### src/hdl/bcr_pkg.sv
// Package of offsets, field positions and reset values for the regulator control registers
package bcr_pkg;
  // Register offsets on the serial register port
  localparam logic [7:0] OFS_REG3_DECAY_CTRL = 8'h22;
  localparam logic [7:0] OFS_REG3_NORMAL_VOLTAGE = 8'h23;
  localparam logic [7:0] OFS_REG3_SLEEP_VOLTAGE_CTRL = 8'h24;
  localparam logic [7:0] OFS_REG4_CONTROL = 8'h25;
  localparam logic [7:0] OFS_REG5_CONTROL = 8'h26;
  // Field positions
  localparam int POS_DECAY_SELECT = 0;
  localparam int POS_CODE_LSB = 1;
  localparam int POS_CODE_MSB = 7;
  localparam int POS_REG3_SLEEP_ENABLE = 0;
  localparam int POS_ON_BIT = 0;
  localparam int POS_MODE_SELECT = 1;
  localparam int POS_KEEP_LSB = 2;
  localparam int POS_KEEP_MSB = 3;
  localparam int POS_SLEEP_EN_LSB = 4;
  localparam int POS_SLEEP_EN_MSB = 5;
  // Two-bit sleep enable codes
  localparam logic [1:0] SLEEP_EN_OFF = 2'h0;
  localparam logic [1:0] SLEEP_EN_ON = 2'h3;
  // Reset values
  localparam logic [7:0] RST_REG3_DECAY_CTRL = 8'h00;
  localparam logic [6:0] RST_REG3_NORMAL_CODE = 7'h00;
  localparam logic [7:0] RST_REG3_SLEEP_VOLTAGE_CTRL = 8'h00;
  localparam logic [5:0] RST_REG45_CONTROL = 6'h0c;
  // Which sleep pin a regulator follows, fixed at manufacture
  typedef enum {BCR_PIN_THREE, BCR_PIN_SIX} bcr_sleep_pin_t;
endpackage : bcr_pkg

### src/hdl/bcr_sleep_if.sv
// Interface between the register bank and one sleep selector
`timescale 1ns/100ps
interface bcr_sleep_if;
  logic enable;
  logic use_sleep;
  modport bank (output enable, input use_sleep);
  modport sel (input enable, output use_sleep);
endinterface : bcr_sleep_if

### src/hdl/bcr_sleep_sel.sv
// Sleep selector: registers a sleep-or-normal flag for one regulator from its enable and strapped pin
`timescale 1ns/100ps
module bcr_sleep_sel #(
  parameter bcr_pkg::bcr_sleep_pin_t P_PIN = bcr_pkg::BCR_PIN_THREE
) (
  input wire logic i_ref_clk,
  input wire logic i_srst,
  input wire logic i_control_pin_three_sleep_one,
  input wire logic i_control_pin_six_sleep_two,
  bcr_sleep_if.sel bus
);
  logic use_sleep;
  logic next_use_sleep;
  logic pin_level;

  // Strap decides the pin; low pin with enable set means sleep
  always_comb
  begin
    pin_level = (P_PIN == bcr_pkg::BCR_PIN_SIX) ? i_control_pin_six_sleep_two : i_control_pin_three_sleep_one;
    next_use_sleep = bus.enable && !pin_level;
  end

  always_ff @(posedge i_ref_clk)
  begin
    if (i_srst)
      use_sleep <= 1'b0;
    else
      use_sleep <= next_use_sleep;
  end

  assign bus.use_sleep = use_sleep;

  sleep_follow_a: assert property (@(posedge i_ref_clk) disable iff (i_srst)
    !bus.enable |=> !use_sleep) else $error("sleep taken while disabled");
endmodule : bcr_sleep_sel

### src/hdl/bcr_regs.sv
// Control register bank for the third, fourth and fifth step-down regulators
`timescale 1ns/100ps
// Notes on behaviour
// - Bit 0 of the decay register picks slewing down (0) or free decay (1) for the third regulator.
// - Bits 7:1 of the decay register are spare storage that reads back what was written.
// - Bits 7:1 of the normal voltage register hold the third regulator's normal code; bit 0 reads zero.
// - Bits 7:1 of the sleep control register hold the sleep code, used only while its enable is 1.
// - With enable 0 the normal code applies; with 1 the sleep code applies while the assigned pin is low.
// - Each regulator follows either control pin three or control pin six, fixed at manufacture.
// - For the fourth and fifth regulators, enable code 11 sleeps on a low pin and 00 never sleeps.
// - Bit 1 of the fourth and fifth control registers selects forced pulse-width operation when 1.
// - Bit 0 of the fourth and fifth control registers at 0 turns the regulator off whatever the pins say.
module bcr_regs #(
  parameter bcr_pkg::bcr_sleep_pin_t P_REG3_PIN = bcr_pkg::BCR_PIN_THREE,
  parameter bcr_pkg::bcr_sleep_pin_t P_REG4_PIN = bcr_pkg::BCR_PIN_THREE,
  parameter bcr_pkg::bcr_sleep_pin_t P_REG5_PIN = bcr_pkg::BCR_PIN_SIX
) (
  input wire logic i_ref_clk,
  input wire logic i_srst,
  input wire logic i_wr_en,
  input wire logic i_rd_en,
  input wire logic [7:0] i_addr,
  input wire logic [7:0] i_wr_data,
  input wire logic i_control_pin_three_sleep_one,
  input wire logic i_control_pin_six_sleep_two,
  output logic [7:0] o_rd_data,
  output logic o_rd_valid,
  output logic o_reg3_decay_select,
  output logic [6:0] o_reg3_target_code,
  output logic o_reg3_sleep_active,
  output logic o_reg4_sleep_active,
  output logic o_reg4_mode_select,
  output logic o_reg4_on,
  output logic o_reg5_sleep_active,
  output logic o_reg5_mode_select,
  output logic o_reg5_on
);
  // Stored register contents
  logic [7:0] decay_ctrl;
  logic [6:0] normal_code;
  logic [7:0] sleep_ctrl;
  logic [5:0] ctrl4;
  logic [5:0] ctrl5;
  logic [7:0] next_decay_ctrl;
  logic [6:0] next_normal_code;
  logic [7:0] next_sleep_ctrl;
  logic [5:0] next_ctrl4;
  logic [5:0] next_ctrl5;
  // Read port and regulator outputs
  logic [7:0] next_rd_data;
  logic next_rd_valid;
  logic [6:0] next_target_code;
  logic [7:0] rd_mux;

  bcr_sleep_if sel3 ();
  bcr_sleep_if sel4 ();
  bcr_sleep_if sel5 ();

  // Writes land on the addressed register only; unmapped offsets are ignored
  always_comb
  begin
    next_decay_ctrl = decay_ctrl;
    next_normal_code = normal_code;
    next_sleep_ctrl = sleep_ctrl;
    next_ctrl4 = ctrl4;
    next_ctrl5 = ctrl5;
    if (i_wr_en)
    begin
      if (i_addr == bcr_pkg::OFS_REG3_DECAY_CTRL)
        next_decay_ctrl = i_wr_data;
      else if (i_addr == bcr_pkg::OFS_REG3_NORMAL_VOLTAGE)
        next_normal_code = i_wr_data[bcr_pkg::POS_CODE_MSB:bcr_pkg::POS_CODE_LSB];
      else if (i_addr == bcr_pkg::OFS_REG3_SLEEP_VOLTAGE_CTRL)
        next_sleep_ctrl = i_wr_data;
      else if (i_addr == bcr_pkg::OFS_REG4_CONTROL)
        next_ctrl4 = i_wr_data[5:0];
      else if (i_addr == bcr_pkg::OFS_REG5_CONTROL)
        next_ctrl5 = i_wr_data[5:0];
    end
  end

  // Reserved bits are not stored, so they read zero
  always_comb
  begin
    if (i_addr == bcr_pkg::OFS_REG3_DECAY_CTRL)
      rd_mux = decay_ctrl;
    else if (i_addr == bcr_pkg::OFS_REG3_NORMAL_VOLTAGE)
      rd_mux = {normal_code, 1'b0};
    else if (i_addr == bcr_pkg::OFS_REG3_SLEEP_VOLTAGE_CTRL)
      rd_mux = sleep_ctrl;
    else if (i_addr == bcr_pkg::OFS_REG4_CONTROL)
      rd_mux = {2'h0, ctrl4};
    else if (i_addr == bcr_pkg::OFS_REG5_CONTROL)
      rd_mux = {2'h0, ctrl5};
    else
      rd_mux = 8'h00;
    next_rd_valid = i_rd_en;
    next_rd_data = i_rd_en ? rd_mux : o_rd_data;
  end

  // Sleep enables handed to the selectors; reserved codes 01 and 10 never sleep
  assign sel3.enable = sleep_ctrl[bcr_pkg::POS_REG3_SLEEP_ENABLE];
  assign sel4.enable = ctrl4[bcr_pkg::POS_SLEEP_EN_MSB:bcr_pkg::POS_SLEEP_EN_LSB] == bcr_pkg::SLEEP_EN_ON;
  assign sel5.enable = ctrl5[bcr_pkg::POS_SLEEP_EN_MSB:bcr_pkg::POS_SLEEP_EN_LSB] == bcr_pkg::SLEEP_EN_ON;

  // Target code follows the selector, one cycle behind it
  always_comb
  begin
    next_target_code = sel3.use_sleep ? sleep_ctrl[bcr_pkg::POS_CODE_MSB:bcr_pkg::POS_CODE_LSB] : normal_code;
  end

  // Registers only; all outputs come from here
  always_ff @(posedge i_ref_clk)
  begin
    if (i_srst)
    begin
      decay_ctrl <= bcr_pkg::RST_REG3_DECAY_CTRL;
      normal_code <= bcr_pkg::RST_REG3_NORMAL_CODE;
      sleep_ctrl <= bcr_pkg::RST_REG3_SLEEP_VOLTAGE_CTRL;
      ctrl4 <= bcr_pkg::RST_REG45_CONTROL;
      ctrl5 <= bcr_pkg::RST_REG45_CONTROL;
      o_rd_data <= 8'h00;
      o_rd_valid <= 1'b0;
      o_reg3_decay_select <= 1'b0;
      o_reg3_target_code <= bcr_pkg::RST_REG3_NORMAL_CODE;
      o_reg3_sleep_active <= 1'b0;
      o_reg4_sleep_active <= 1'b0;
      o_reg4_mode_select <= 1'b0;
      o_reg4_on <= 1'b0;
      o_reg5_sleep_active <= 1'b0;
      o_reg5_mode_select <= 1'b0;
      o_reg5_on <= 1'b0;
    end
    else
    begin
      decay_ctrl <= next_decay_ctrl;
      normal_code <= next_normal_code;
      sleep_ctrl <= next_sleep_ctrl;
      ctrl4 <= next_ctrl4;
      ctrl5 <= next_ctrl5;
      o_rd_data <= next_rd_data;
      o_rd_valid <= next_rd_valid;
      o_reg3_decay_select <= decay_ctrl[bcr_pkg::POS_DECAY_SELECT];
      o_reg3_target_code <= next_target_code;
      o_reg3_sleep_active <= sel3.use_sleep;
      o_reg4_sleep_active <= sel4.use_sleep;
      o_reg4_mode_select <= ctrl4[bcr_pkg::POS_MODE_SELECT];
      o_reg4_on <= ctrl4[bcr_pkg::POS_ON_BIT];
      o_reg5_sleep_active <= sel5.use_sleep;
      o_reg5_mode_select <= ctrl5[bcr_pkg::POS_MODE_SELECT];
      o_reg5_on <= ctrl5[bcr_pkg::POS_ON_BIT];
    end
  end

  // One selector per regulator; the strap parameter names its pin
  bcr_sleep_sel #(.P_PIN(P_REG3_PIN)) u_sel3 (
    .i_ref_clk(i_ref_clk),
    .i_srst(i_srst),
    .i_control_pin_three_sleep_one(i_control_pin_three_sleep_one),
    .i_control_pin_six_sleep_two(i_control_pin_six_sleep_two),
    .bus(sel3.sel)
  );
  bcr_sleep_sel #(.P_PIN(P_REG4_PIN)) u_sel4 (
    .i_ref_clk(i_ref_clk),
    .i_srst(i_srst),
    .i_control_pin_three_sleep_one(i_control_pin_three_sleep_one),
    .i_control_pin_six_sleep_two(i_control_pin_six_sleep_two),
    .bus(sel4.sel)
  );
  bcr_sleep_sel #(.P_PIN(P_REG5_PIN)) u_sel5 (
    .i_ref_clk(i_ref_clk),
    .i_srst(i_srst),
    .i_control_pin_three_sleep_one(i_control_pin_three_sleep_one),
    .i_control_pin_six_sleep_two(i_control_pin_six_sleep_two),
    .bus(sel5.sel)
  );

  // Checks on register behaviour and outputs
  decay_out_a: assert property (@(posedge i_ref_clk) disable iff (i_srst)
    i_wr_en && i_addr == bcr_pkg::OFS_REG3_DECAY_CTRL |=> ##1 o_reg3_decay_select == $past(i_wr_data[0], 2))
    else $error("decay select does not follow write");
  spare_back_a: assert property (@(posedge i_ref_clk) disable iff (i_srst)
    i_wr_en && i_addr == bcr_pkg::OFS_REG3_DECAY_CTRL ##1 i_rd_en && i_addr == bcr_pkg::OFS_REG3_DECAY_CTRL
    |=> o_rd_data == $past(i_wr_data, 2))
    else $error("decay register readback wrong");
  code_lsb_zero_a: assert property (@(posedge i_ref_clk) disable iff (i_srst)
    i_rd_en && i_addr == bcr_pkg::OFS_REG3_NORMAL_VOLTAGE |=> o_rd_valid && !o_rd_data[0])
    else $error("reserved bit 0 not zero");
  normal_target_a: assert property (@(posedge i_ref_clk) disable iff (i_srst)
    !sleep_ctrl[0] [*3] |-> o_reg3_target_code == $past(normal_code))
    else $error("normal code not applied");
  // Target and sleep flag both come from the selector flop, so the code lags the register by one edge only
  sleep_target_a: assert property (@(posedge i_ref_clk) disable iff (i_srst)
    o_reg3_sleep_active |-> o_reg3_target_code == $past(sleep_ctrl[bcr_pkg::POS_CODE_MSB:bcr_pkg::POS_CODE_LSB]))
    else $error("sleep code not applied");
  reg4_sleep_a: assert property (@(posedge i_ref_clk) disable iff (i_srst)
    ctrl4[5:4] != bcr_pkg::SLEEP_EN_ON |=> ##1 !o_reg4_sleep_active)
    else $error("fourth regulator sleeps while not enabled");
  reg_off_a: assert property (@(posedge i_ref_clk) disable iff (i_srst)
    i_wr_en && i_addr == bcr_pkg::OFS_REG5_CONTROL && !i_wr_data[0] |=> ##1 !o_reg5_on)
    else $error("fifth regulator not turned off");
  mode_out_a: assert property (@(posedge i_ref_clk) disable iff (i_srst)
    i_wr_en && i_addr == bcr_pkg::OFS_REG4_CONTROL |=> ##1 o_reg4_mode_select == $past(i_wr_data[1], 2))
    else $error("mode select does not follow write");
  ctrl_upper_a: assert property (@(posedge i_ref_clk) disable iff (i_srst)
    i_rd_en && (i_addr == bcr_pkg::OFS_REG4_CONTROL || i_addr == bcr_pkg::OFS_REG5_CONTROL)
    |=> o_rd_data[7:6] == 2'h0)
    else $error("read-only bits not zero");
  keep_reset_a: assert property (@(posedge i_ref_clk)
    $fell(i_srst) |-> ctrl4[3:2] == 2'h3 && ctrl5[3:2] == 2'h3)
    else $error("kept bits not reset to 11");
  reg5_sleep_a: assert property (@(posedge i_ref_clk) disable iff (i_srst)
    ctrl5[5:4] != bcr_pkg::SLEEP_EN_ON |=> ##1 !o_reg5_sleep_active)
    else $error("fifth regulator sleeps while not enabled");
  reg4_off_a: assert property (@(posedge i_ref_clk) disable iff (i_srst)
    i_wr_en && i_addr == bcr_pkg::OFS_REG4_CONTROL && !i_wr_data[0] |=> ##1 !o_reg4_on)
    else $error("fourth regulator not turned off");
  sleep3_cov: cover property (@(posedge i_ref_clk) disable iff (i_srst) $rose(o_reg3_sleep_active));
  sleep4_cov: cover property (@(posedge i_ref_clk) disable iff (i_srst) $rose(o_reg4_sleep_active));
  off5_cov: cover property (@(posedge i_ref_clk) disable iff (i_srst) $fell(o_reg5_on));
  read_cov: cover property (@(posedge i_ref_clk) disable iff (i_srst) o_rd_valid && o_rd_data != 8'h00);
endmodule : bcr_regs

### config.mk
export PLATFORM = sky130hd
export DESIGN_NAME = bcr_regs
export DESIGN_NICKNAME = d
export VERILOG_FILES = /design/src/hdl/bcr_pkg.sv /design/src/hdl/bcr_sleep_if.sv /design/src/hdl/bcr_sleep_sel.sv /design/src/hdl/bcr_regs.sv
export SDC_FILE = /design/constraint.sdc
export NUM_CORES = 1
export LEC_CHECK = 0
export ABC_AREA = 1
export ABC_CLOCK_PERIOD_IN_PS = 1400
export BUFFER_PORTS_ARGS = -buffer_cell sky130_fd_sc_hd__buf_4
export CORE_UTILIZATION = 45
export DETAILED_ROUTE_END_ITERATION = 16
export PLACE_DENSITY = 0.67
export SLEW_MARGIN = 20
export SYNTH_ARGS = -nofsm -noshare
export SYNTH_HDL_FRONTEND = slang
export SYNTH_SLANG_ARGS = --single-unit
### constraint.sdc
create_clock -name i_ref_clk -period 1.4 [get_ports i_ref_clk]
set_clock_uncertainty 0.2 [all_clocks]
set_input_delay 0.07 -clock i_ref_clk [delete_from_list [all_inputs] [get_ports i_ref_clk]]
set_output_delay 0.07 -clock i_ref_clk [all_outputs]
set_load 0.01 [all_outputs]
==> results of run 1 <==
-- power by group through the flow --
stage	logic [uW]	clock network, uW	registers (uW)
after floorplan	108	0	1830
after global placement	228	0	1820
after detailed placement	231	0	1820
after CTS	259	1660	1780
after global routing	296	1760	1780
final	271	1640	1780
-- tightest hold or removal path: stages --
cell and delay (ns):
buf_4 0.09, inv_2 0.05, nand2_2 0.07, nor2_4 0.04
nand2_4 0.13, nor3_1 0.07, nor2_1 0.09
-- stage by stage --
step,power (uW),util
3_3_place_gp,2050,0.577
2_1_floorplan,1930,-
6_report,3690,0.647
3_5_place_dp,2050,0.577
4_1_cts,3700,0.642
5_1_grt,3840,0.647
-- routing by layer --
metal | vias up | track usage | routed length [um]
met5 | - | 0 | 0
met4 | 0 | 0.0981 | 127
met3 | 12 | 0.0595 | 314
met2 | 76 | 0.373 | 2970
met1 | 1057 | 0.295 | 2940
li1 | 1167 | - | -
-- logic make-up after synthesis --
logic type | synth area share
AND/OR/NAND/NOR | 0.219
AO/OA/AOI/OAI | 0.198
flip-flops | 0.489
buffers and inverters | 0.0941
-- area by class of cell --
cell class / count / area (sq um) / area share
clock inverters: 3 / 42.5 / 0.0125
multi-input cells: 191 / 1060 / 0.310
clock buffers: 12 / 165 / 0.0484
well taps: 70 / 87.6 / 0.0257
flip-flops and latches: 62 / 1240 / 0.364
repair buffers: 78 / 673 / 0.197
inverters: 36 / 141 / 0.0415
-- repair_timing --
item / 4_1_cts / 5_1_grt
resized for setup: 0 / 1
hold endpoints to repair: 55 / 0
hold buffers: 13 / 0
endpoints found under the setup margin: 0 / 1
-- sequential cells by signal, summed over array words and instances, names as in the netlist, 6 cells and up --
| name | flops |
|---|---|
| ctrl5 | 6 |
| decay_ctrl | 8 |
| o_rd_data | 8 |
| normal_code | 7 |
| o_reg3_target_code | 7 |
| sleep_ctrl | 8 |
| ctrl4 | 6 |
-- layout by cell type (no fill, tap or decap), types with 2 or more instances in the layout --
master	instances
o22ai_1	2
o21ai_1	3
nand3_1	21
buf_4	61
inv_2	3
o21ai_0	29
nand2_2	10
nor4_1	2
dfxtp_1	62
nor2_4	2
o21ai_2	2
clkinvlp_4	2
a211oi_1	3
a21oi_1	26
nor3_1	8
nor2_2	4
buf_12	3
clkbuf_8	12
dlygate4sd3_1	13
nand2_1	26
a21oi_2	4
inv_1	31
o211ai_1	6
nor2_1	30
nand2_4	2
o221ai_1	2
-- worst max path at each step --
stage              start                           to  slack (ns)
2_1_floorplan  i_addr[3]  normal_code[4]$_SDFFE_PP0P_        0.20
3_3_place_gp   i_addr[4]   sleep_ctrl[2]$_SDFFE_PP0P_       -0.05
3_5_place_dp   i_addr[4]   sleep_ctrl[2]$_SDFFE_PP0P_       -0.08
4_1_cts           i_srst    o_rd_data[7]$_SDFFE_PP0P_        0.06
5_1_grt           i_srst    o_rd_data[7]$_SDFFE_PP0P_        0.01
6_report          i_srst    o_rd_data[7]$_SDFFE_PP0P_        0.05
==> key figures, run 1 <==
CTS
  – Post-CTS setup buffers: 0
  – H-tree levels: 3
  – TritonCTS buffer count: 9
  – CTS Sinks: 62
  – CTS Buffer Depth: 2
  – Clock transition at path regs: 0.07 ns
  – CTS tree: built
  – Root buf cell: clkbuf_8
  – Clk Latency, worst-skew pair: 0.34 ns

Synth
  – Yosys top cell area share: 0.489
  – Synthesized flop and latch total: 62
  – Syn Inst Count: ~300
  – Number of library cell types mapped by synthesis: 37
  – Most common cell in the netlist: dfxtp_1
  – Post-synth EDFFs: 0
  – Mapped Avg Cell Area: 8.38 sq um
  – Synth Warn #: 0
  – Seq/Total Area, Yosys: 0.489
  – Synth Flop Type: dfxtp_1
  – Synthesized cell area: about 0.0025 sq mm
  – Dominant cells by area after synthesis: dfxtp_1 (49%), o21ai_0 (5.7%), a21oi_1 (5.1%)
  – Post-synth ARST share: 0
  – Top cell type by total area after synthesis: dfxtp_1
  – Commonest cells post-synth: dfxtp_1 (62), inv_1 (32), nor2_1 (30), o21ai_0 (29)
  – Net Count, Synth: 325

Die
  – # IOs: between 40 and 50
  – Die Height: 77.1 um
  – Row cnt: 26
  – Die ar.: 0.00595 sq mm
  – Starting Density: 0.482
  – Core footprint: 0.00527 sq mm
  – Die width: 77.1 um

GRT
  – GRT Total Usage: 0.232
  – First-pass GRT wire length: between 10 and 15 mm
  – Initial antenna violation count: 0
  – Vias in the first global route: 2208
  – Grt ovf: 0
  – Largest net degree at the start of global routing: 38

Pwr
  – LEAKAGE: approximately 0.0014 uW
  – Logic gate share of total power: 0.073
  – PD cells: about 1100 mW/mm^2
  – Net Switching: 835 uW
  – Internal power: 2860 uW
  – Power share of the sequential group: 0.483
  – Net Sw Frac: 0.226
  – Clock group share of total power: 0.444
  – Peak VDD IR: between 600 and 700 uV

Setup path
  – Crit path buffers/inverters: 4
  – R2R setup slack: 0.29 ns
  – Critical-path top delay cell: dlygate4sd3_1
  – Largest delay contributor family on the critical path: buffers and inverters
  – Crit-path max FO: 19
  – Critical R2R Launch: ctrl4[3]$_SDFFE_PP1P_
  – Worst Path Arrival: 1.40 ns
  – Stages on worst setup path: 6
  – RR Endpoint: o_rd_data[3]$_SDFFE_PP0P_
  – Setup CP Type: primary input to flip-flop
  – FF-to-FF path depth: 6
  – Crit end category: flip-flop
  – CP Data Required Time: 1.46 ns
  – Crit start category: primary input
  – CP peak stage delay: 0.54 ns
  – CP Cell Sequence: dlygate4sd3_1 -> buf_4 -> clkinvlp_4 -> buf_12 -> o21ai_0 -> a41oi_2

Finish
  – Layout area overhead: 34.3%
  – # diodes: 0
  – Layout cell share with drive strength beyond 1: 0.304
  – Filler cells: 466
  – Final Instance Count excl. Fillers: 452
  – Final Cell Area: 0.00341 sq mm
  – Fin nets: 400

STA
  – Tcrit/Tclk final: 0.962
  – Hold WS: between 0.1 and 0.15 ns
  – Setup WS post-layout: about 0.053 ns
  – Period minus WS final: 1.35 ns
  – Setup-failing EPs final: 0
  – RSZ-0062 raised after global routing: no
  – Final Hold Viols: 0
  – Fin. max-slew vios: 0
  – Setup_tns: 0 ns
  – Worst Tran Pin Value: roughly 0.27 ns
  – Rel. slew slack: 0.820
  – Fmax: about 740 MHz

Run
  – Max Cap Violations: 0

Detailed routing
  – Wirelength per Cell: 14.0 um
  – Final WL: 6.35 mm
  – Antenna viol nets, final: 0
  – Via Count: 2312
  – Via density: just over 5
  – 1st-iter DRT viols: 176
  – Initial DRT Pass Iterations: 4
  – DRC viols: 0

Min path
  – Hold Path Class: primary input to flip-flop
  – Worst hold stages: 7
  – Hold worst-path end: sleep_ctrl[6]$_SDFFE_PP0P_
  – HP Start: i_addr[0]

Run status
  – Outcome: completed

Placed design
  – Final estimated routing congestion in global placement: 0.849
  – Placed cell area: 0.00304 sq mm
  – Final HPWL DP: 4.38 mm
  – DP Cell Count: roughly 420
  – Port bufs: 45
  – Post-place setup slack: -0.0807 ns
No activity file was read; power rests on OpenSTA's default activity.
==> run 2, diff against run 1 <==
--- a/config.mk
+++ b/config.mk
@@ -5,12 +5,11 @@
 export SDC_FILE = /design/constraint.sdc
 export NUM_CORES = 1
 export LEC_CHECK = 0
-export ABC_AREA = 1
 export ABC_CLOCK_PERIOD_IN_PS = 1400
-export BUFFER_PORTS_ARGS = -buffer_cell sky130_fd_sc_hd__buf_4
 export CORE_UTILIZATION = 45
+export CTS_CLUSTER_SIZE = 25
 export DETAILED_ROUTE_END_ITERATION = 16
-export PLACE_DENSITY = 0.67
+export DONT_BUFFER_PORTS = 1
 export SLEW_MARGIN = 20
 export SYNTH_ARGS = -nofsm -noshare
 export SYNTH_HDL_FRONTEND = slang
==> key figures, run 2 <==
Synth
  – Dominant cells by area after synthesis: dfxtp_1 (49%), mux2i_1 (14%), nor2_1 (7.0%)
  – Synthesized cell area: 0.00251 sq mm (-1.1%)
  – Top cell type by total area after synthesis: dfxtp_1
  – Number of library cell types mapped by synthesis: 36 (-2.7%)
  – Post-synth EDFFs: 0 (unchanged)
  – Synth Flop Type: dfxtp_1
  – Synthesized flop and latch total: 62 (unchanged)
  – Seq/Total Area, Yosys: 0.495 (+0.00561)
  – Commonest cells post-synth: dfxtp_1 (62), nor2_1 (47), mux2i_1 (34), nor2b_1 (15), a21oi_1 (14)
  – Syn Inst Count: 266 (-12%)
  – Mapped Avg Cell Area: 9.44 sq um (+13%)
  – Yosys top cell area share: 0.495 (+0.00561)
  – Most common cell in the netlist: dfxtp_1
  – Post-synth ARST share: 0 (unchanged)
  – Net Count, Synth: 288 (-11%)
  – Synth Warn #: 0 (unchanged)

Placed design
  – Port bufs: 0 (-100%)
  – DP Cell Count: 336 (-21%)
  – Final HPWL DP: 3.89 mm (-11%)
  – Final estimated routing congestion in global placement: 0.808 (-4.7%)

Die
  – Die ar.: 0.00588 sq mm (-1.1%)
  – Die width: 76.7 um (-0.55%)
  – # IOs: 46 (unchanged)
  – Core footprint: 0.00524 sq mm (-0.62%)
  – Die Height: 76.7 um (-0.55%)
  – Row cnt: 26 (unchanged)
  – Starting Density: 0.479 (-0.00250)

Pwr
  – Peak VDD IR: 650 uV (-1.8%)
  – LEAKAGE: 0.00124 uW (-12%)
  – Overall power: 3480 uW (-5.6%)
  – PD cells: 1130 mW/mm^2 (+4.7%)

Detailed routing
  – Via density: 5.36 (+4.7%)
  – Antenna viol nets, final: 0 (unchanged)
  – Initial DRT Pass Iterations: 4 (unchanged)
  – Final WL: 5.91 mm (-6.9%)
  – Via Count: 1960 (-15%)
  – Wirelength per Cell: 16.1 um (+15%)
  – 1st-iter DRT viols: 99 (-44%)
  – DRC viols: 0 (unchanged)

Setup path
  – Setup CP Type: flip-flop to flip-flop
  – CP peak stage delay: 0.38 ns (-0.16 ns)
  – CP Cell Sequence: mux2i_1 -> or3_1 -> a311oi_1
  – Crit-path max FO: 2 (-17)
  – Crit start category: flip-flop
  – CP Data Required Time: 1.46 ns (about the same)
  – Crit end category: flip-flop
  – Worst Path Arrival: 1.40 ns (about the same)
  – Critical-path top delay cell: or3_1

Finish
  – Filler cells: 500 (+7.3%)
  – Layout cell share with drive strength beyond 1: 0.155 (-0.148)
  – Final core utilization: 0.587 (-0.0600)
  – Final Instance Count excl. Fillers: 366 (-19%)
  – Most common cell after layout, fill and taps aside: dfxtp_1
  – Fin nets: 313 (-22%)
  – # diodes: 0 (unchanged)
  – Most frequent cells in the layout: dfxtp_1 (59), nor2_1 (47), mux2i_1 (34)
  – Layout area overhead: 22.5%
  – Largest regs: decay_ctrl: 8 flops, o_rd_data: 8 flops, sleep_ctrl: 8 flops

GRT
  – GRT Total Usage: 0.214 (-0.0182)
  – Met3 usage: 0.0845 (+0.0250)
  – Vias in the first global route: 1937 (-12%)
  – Largest net degree at the start of global routing: 67 (+76%)
  – Initial antenna violation count: 0 (unchanged)
  – Global routing usage on met2: 0.361 (-0.0125)
  – Met1 usage: 0.238 (-0.0568)
  – First-pass GRT wire length: 9.60 mm (-8.9%)
  – Grt ovf: 0 (unchanged)
  – Gr busiest metal: met2

CTS
  – CTS Sinks: 62 (unchanged)
  – TritonCTS buffer count: 9 (unchanged)
  – Clk Latency, worst-skew pair: 0.34 ns (about the same)
  – CTS Buffer Depth: 2 (unchanged)
  – Clock transition at path regs: 0.07 ns (about the same)
  – Hold Buf Count CTS: 14 (+1)
  – CTS tree: built
  – Root buf cell: clkbuf_8
  – H-tree levels: 3 (unchanged)

STA
  – Setup_tns: 0 ns (unchanged)
  – Period minus WS final: 1.34 ns (-0.00323 ns)
  – Worst Tran Pin Value: 0.293 ns (+0.0262 ns)
  – Setup-failing EPs final: 0 (unchanged)
  – Fin. max-slew vios: 0 (unchanged)
  – Tcrit/Tclk final: 0.960 (-0.00231)
  – Final Hold Viols: 52 (+52)
  – Rel. slew slack: 0.804 (-0.0160)
  – Fmax: 744 MHz (+0.24%)
  – Hold WS: -0.412 ns (-0.521 ns)

Min path
  – Hold Path Class: primary input to flip-flop

Run status
  – Outcome: complete, but fails checks
  – Violated checks: hold timing

Run
  – Max Cap Violations: 0 (unchanged)
## run 2: cell count changes after synthesis, sizes merged, moves of 7 or more
cell	change
nand3	-13
o21ai	-31
clkbuf	+8
mux2i	+34
nor2	+10
a21oi	-16
nand2	-27
o211ai	-7
nor2b	+15
inv	-33
## run 2: cell families (layout without fill, tap and decap cells)
logic type | Yosys count | after routing | synth area share
mux | 36 | 36 | 0.145
simple gates | 108 | 108 | 0.220
compound gates | 40 | 40 | 0.108
flops | 62 | 62 | 0.495
buf+inv | 20 | 50 | 0.0324
## run 2: timing repair
action,in CTS,in global routing
gates resized for setup,1,10
hold endpoints to repair,62,52
pin swaps,0,1
endpoints found under the setup margin,1,5
buffers inserted,0,0
## run 2: worst max-delay path, delay by kind of cell, from the launching register on
family / cells / cell delay, ns
and+or+nand+nor: 1 / 0.38
DFF: 1 / 0.35
AOI/OAI and AO/OA: 1 / 0.24
muxes: 1 / 0.09
## run 2: through the flow
| stage | setup slack, ns | instance area, sq um |
|---|---|---|
| after floorplan | -0.135 | 2520 |
| after global placement | -0.107 | 2700 |
| after detailed placement | -0.129 | 2700 |
| after CTS | 0.00349 | 3040 |
| after global routing | -0.00461 | 3070 |
| final | 0.0558 | 3070 |
## run 2: area by class of cell
class                           instances  area (sq um)  share of cell area
Tap cell                               70          87.6              0.0285
Multi-Input combinational cell        184          1220               0.398
Inverter                                3          11.3             0.00366
Clock inverter                          4          45.0              0.0147
Sequential cell                        62          1240               0.405
Timing Repair Buffer                   31           305              0.0993
Clock buffer                           12           155              0.0505
## run 2: path summary, 6_finish.rpt
check,slack (ns),end,start,cells past startpoint
hold reg to reg,0.25,decay_ctrl[5]$_SDFFE_PP0P_,decay_ctrl[5]$_SDFFE_PP0P_,2
setup / recovery,0.06,o_rd_data[1]$_SDFFE_PP0P_,normal_code[0]$_SDFFE_PP0P_,3
hold / removal,-0.41,o_rd_data[5]$_SDFFE_PP0P_,i_srst,1
setup reg to reg,0.06,o_rd_data[1]$_SDFFE_PP0P_,normal_code[0]$_SDFFE_PP0P_,3
## run 2: power breakdown
part / total, uW / switching [uW] / internal [uW]
clock: 1590 / 678 / 910
combinational: 109 / 47.5 / 61.1
sequential: 1790 / 11.8 / 1780
total: 3480 / 738 / 2750
## run 2: per-layer routing
metal	vias up	part of all wire
li1	985	-
met3	11	0.043
met4	0	0.018
met2	34	0.49
met1	930	0.45
met5	-	0
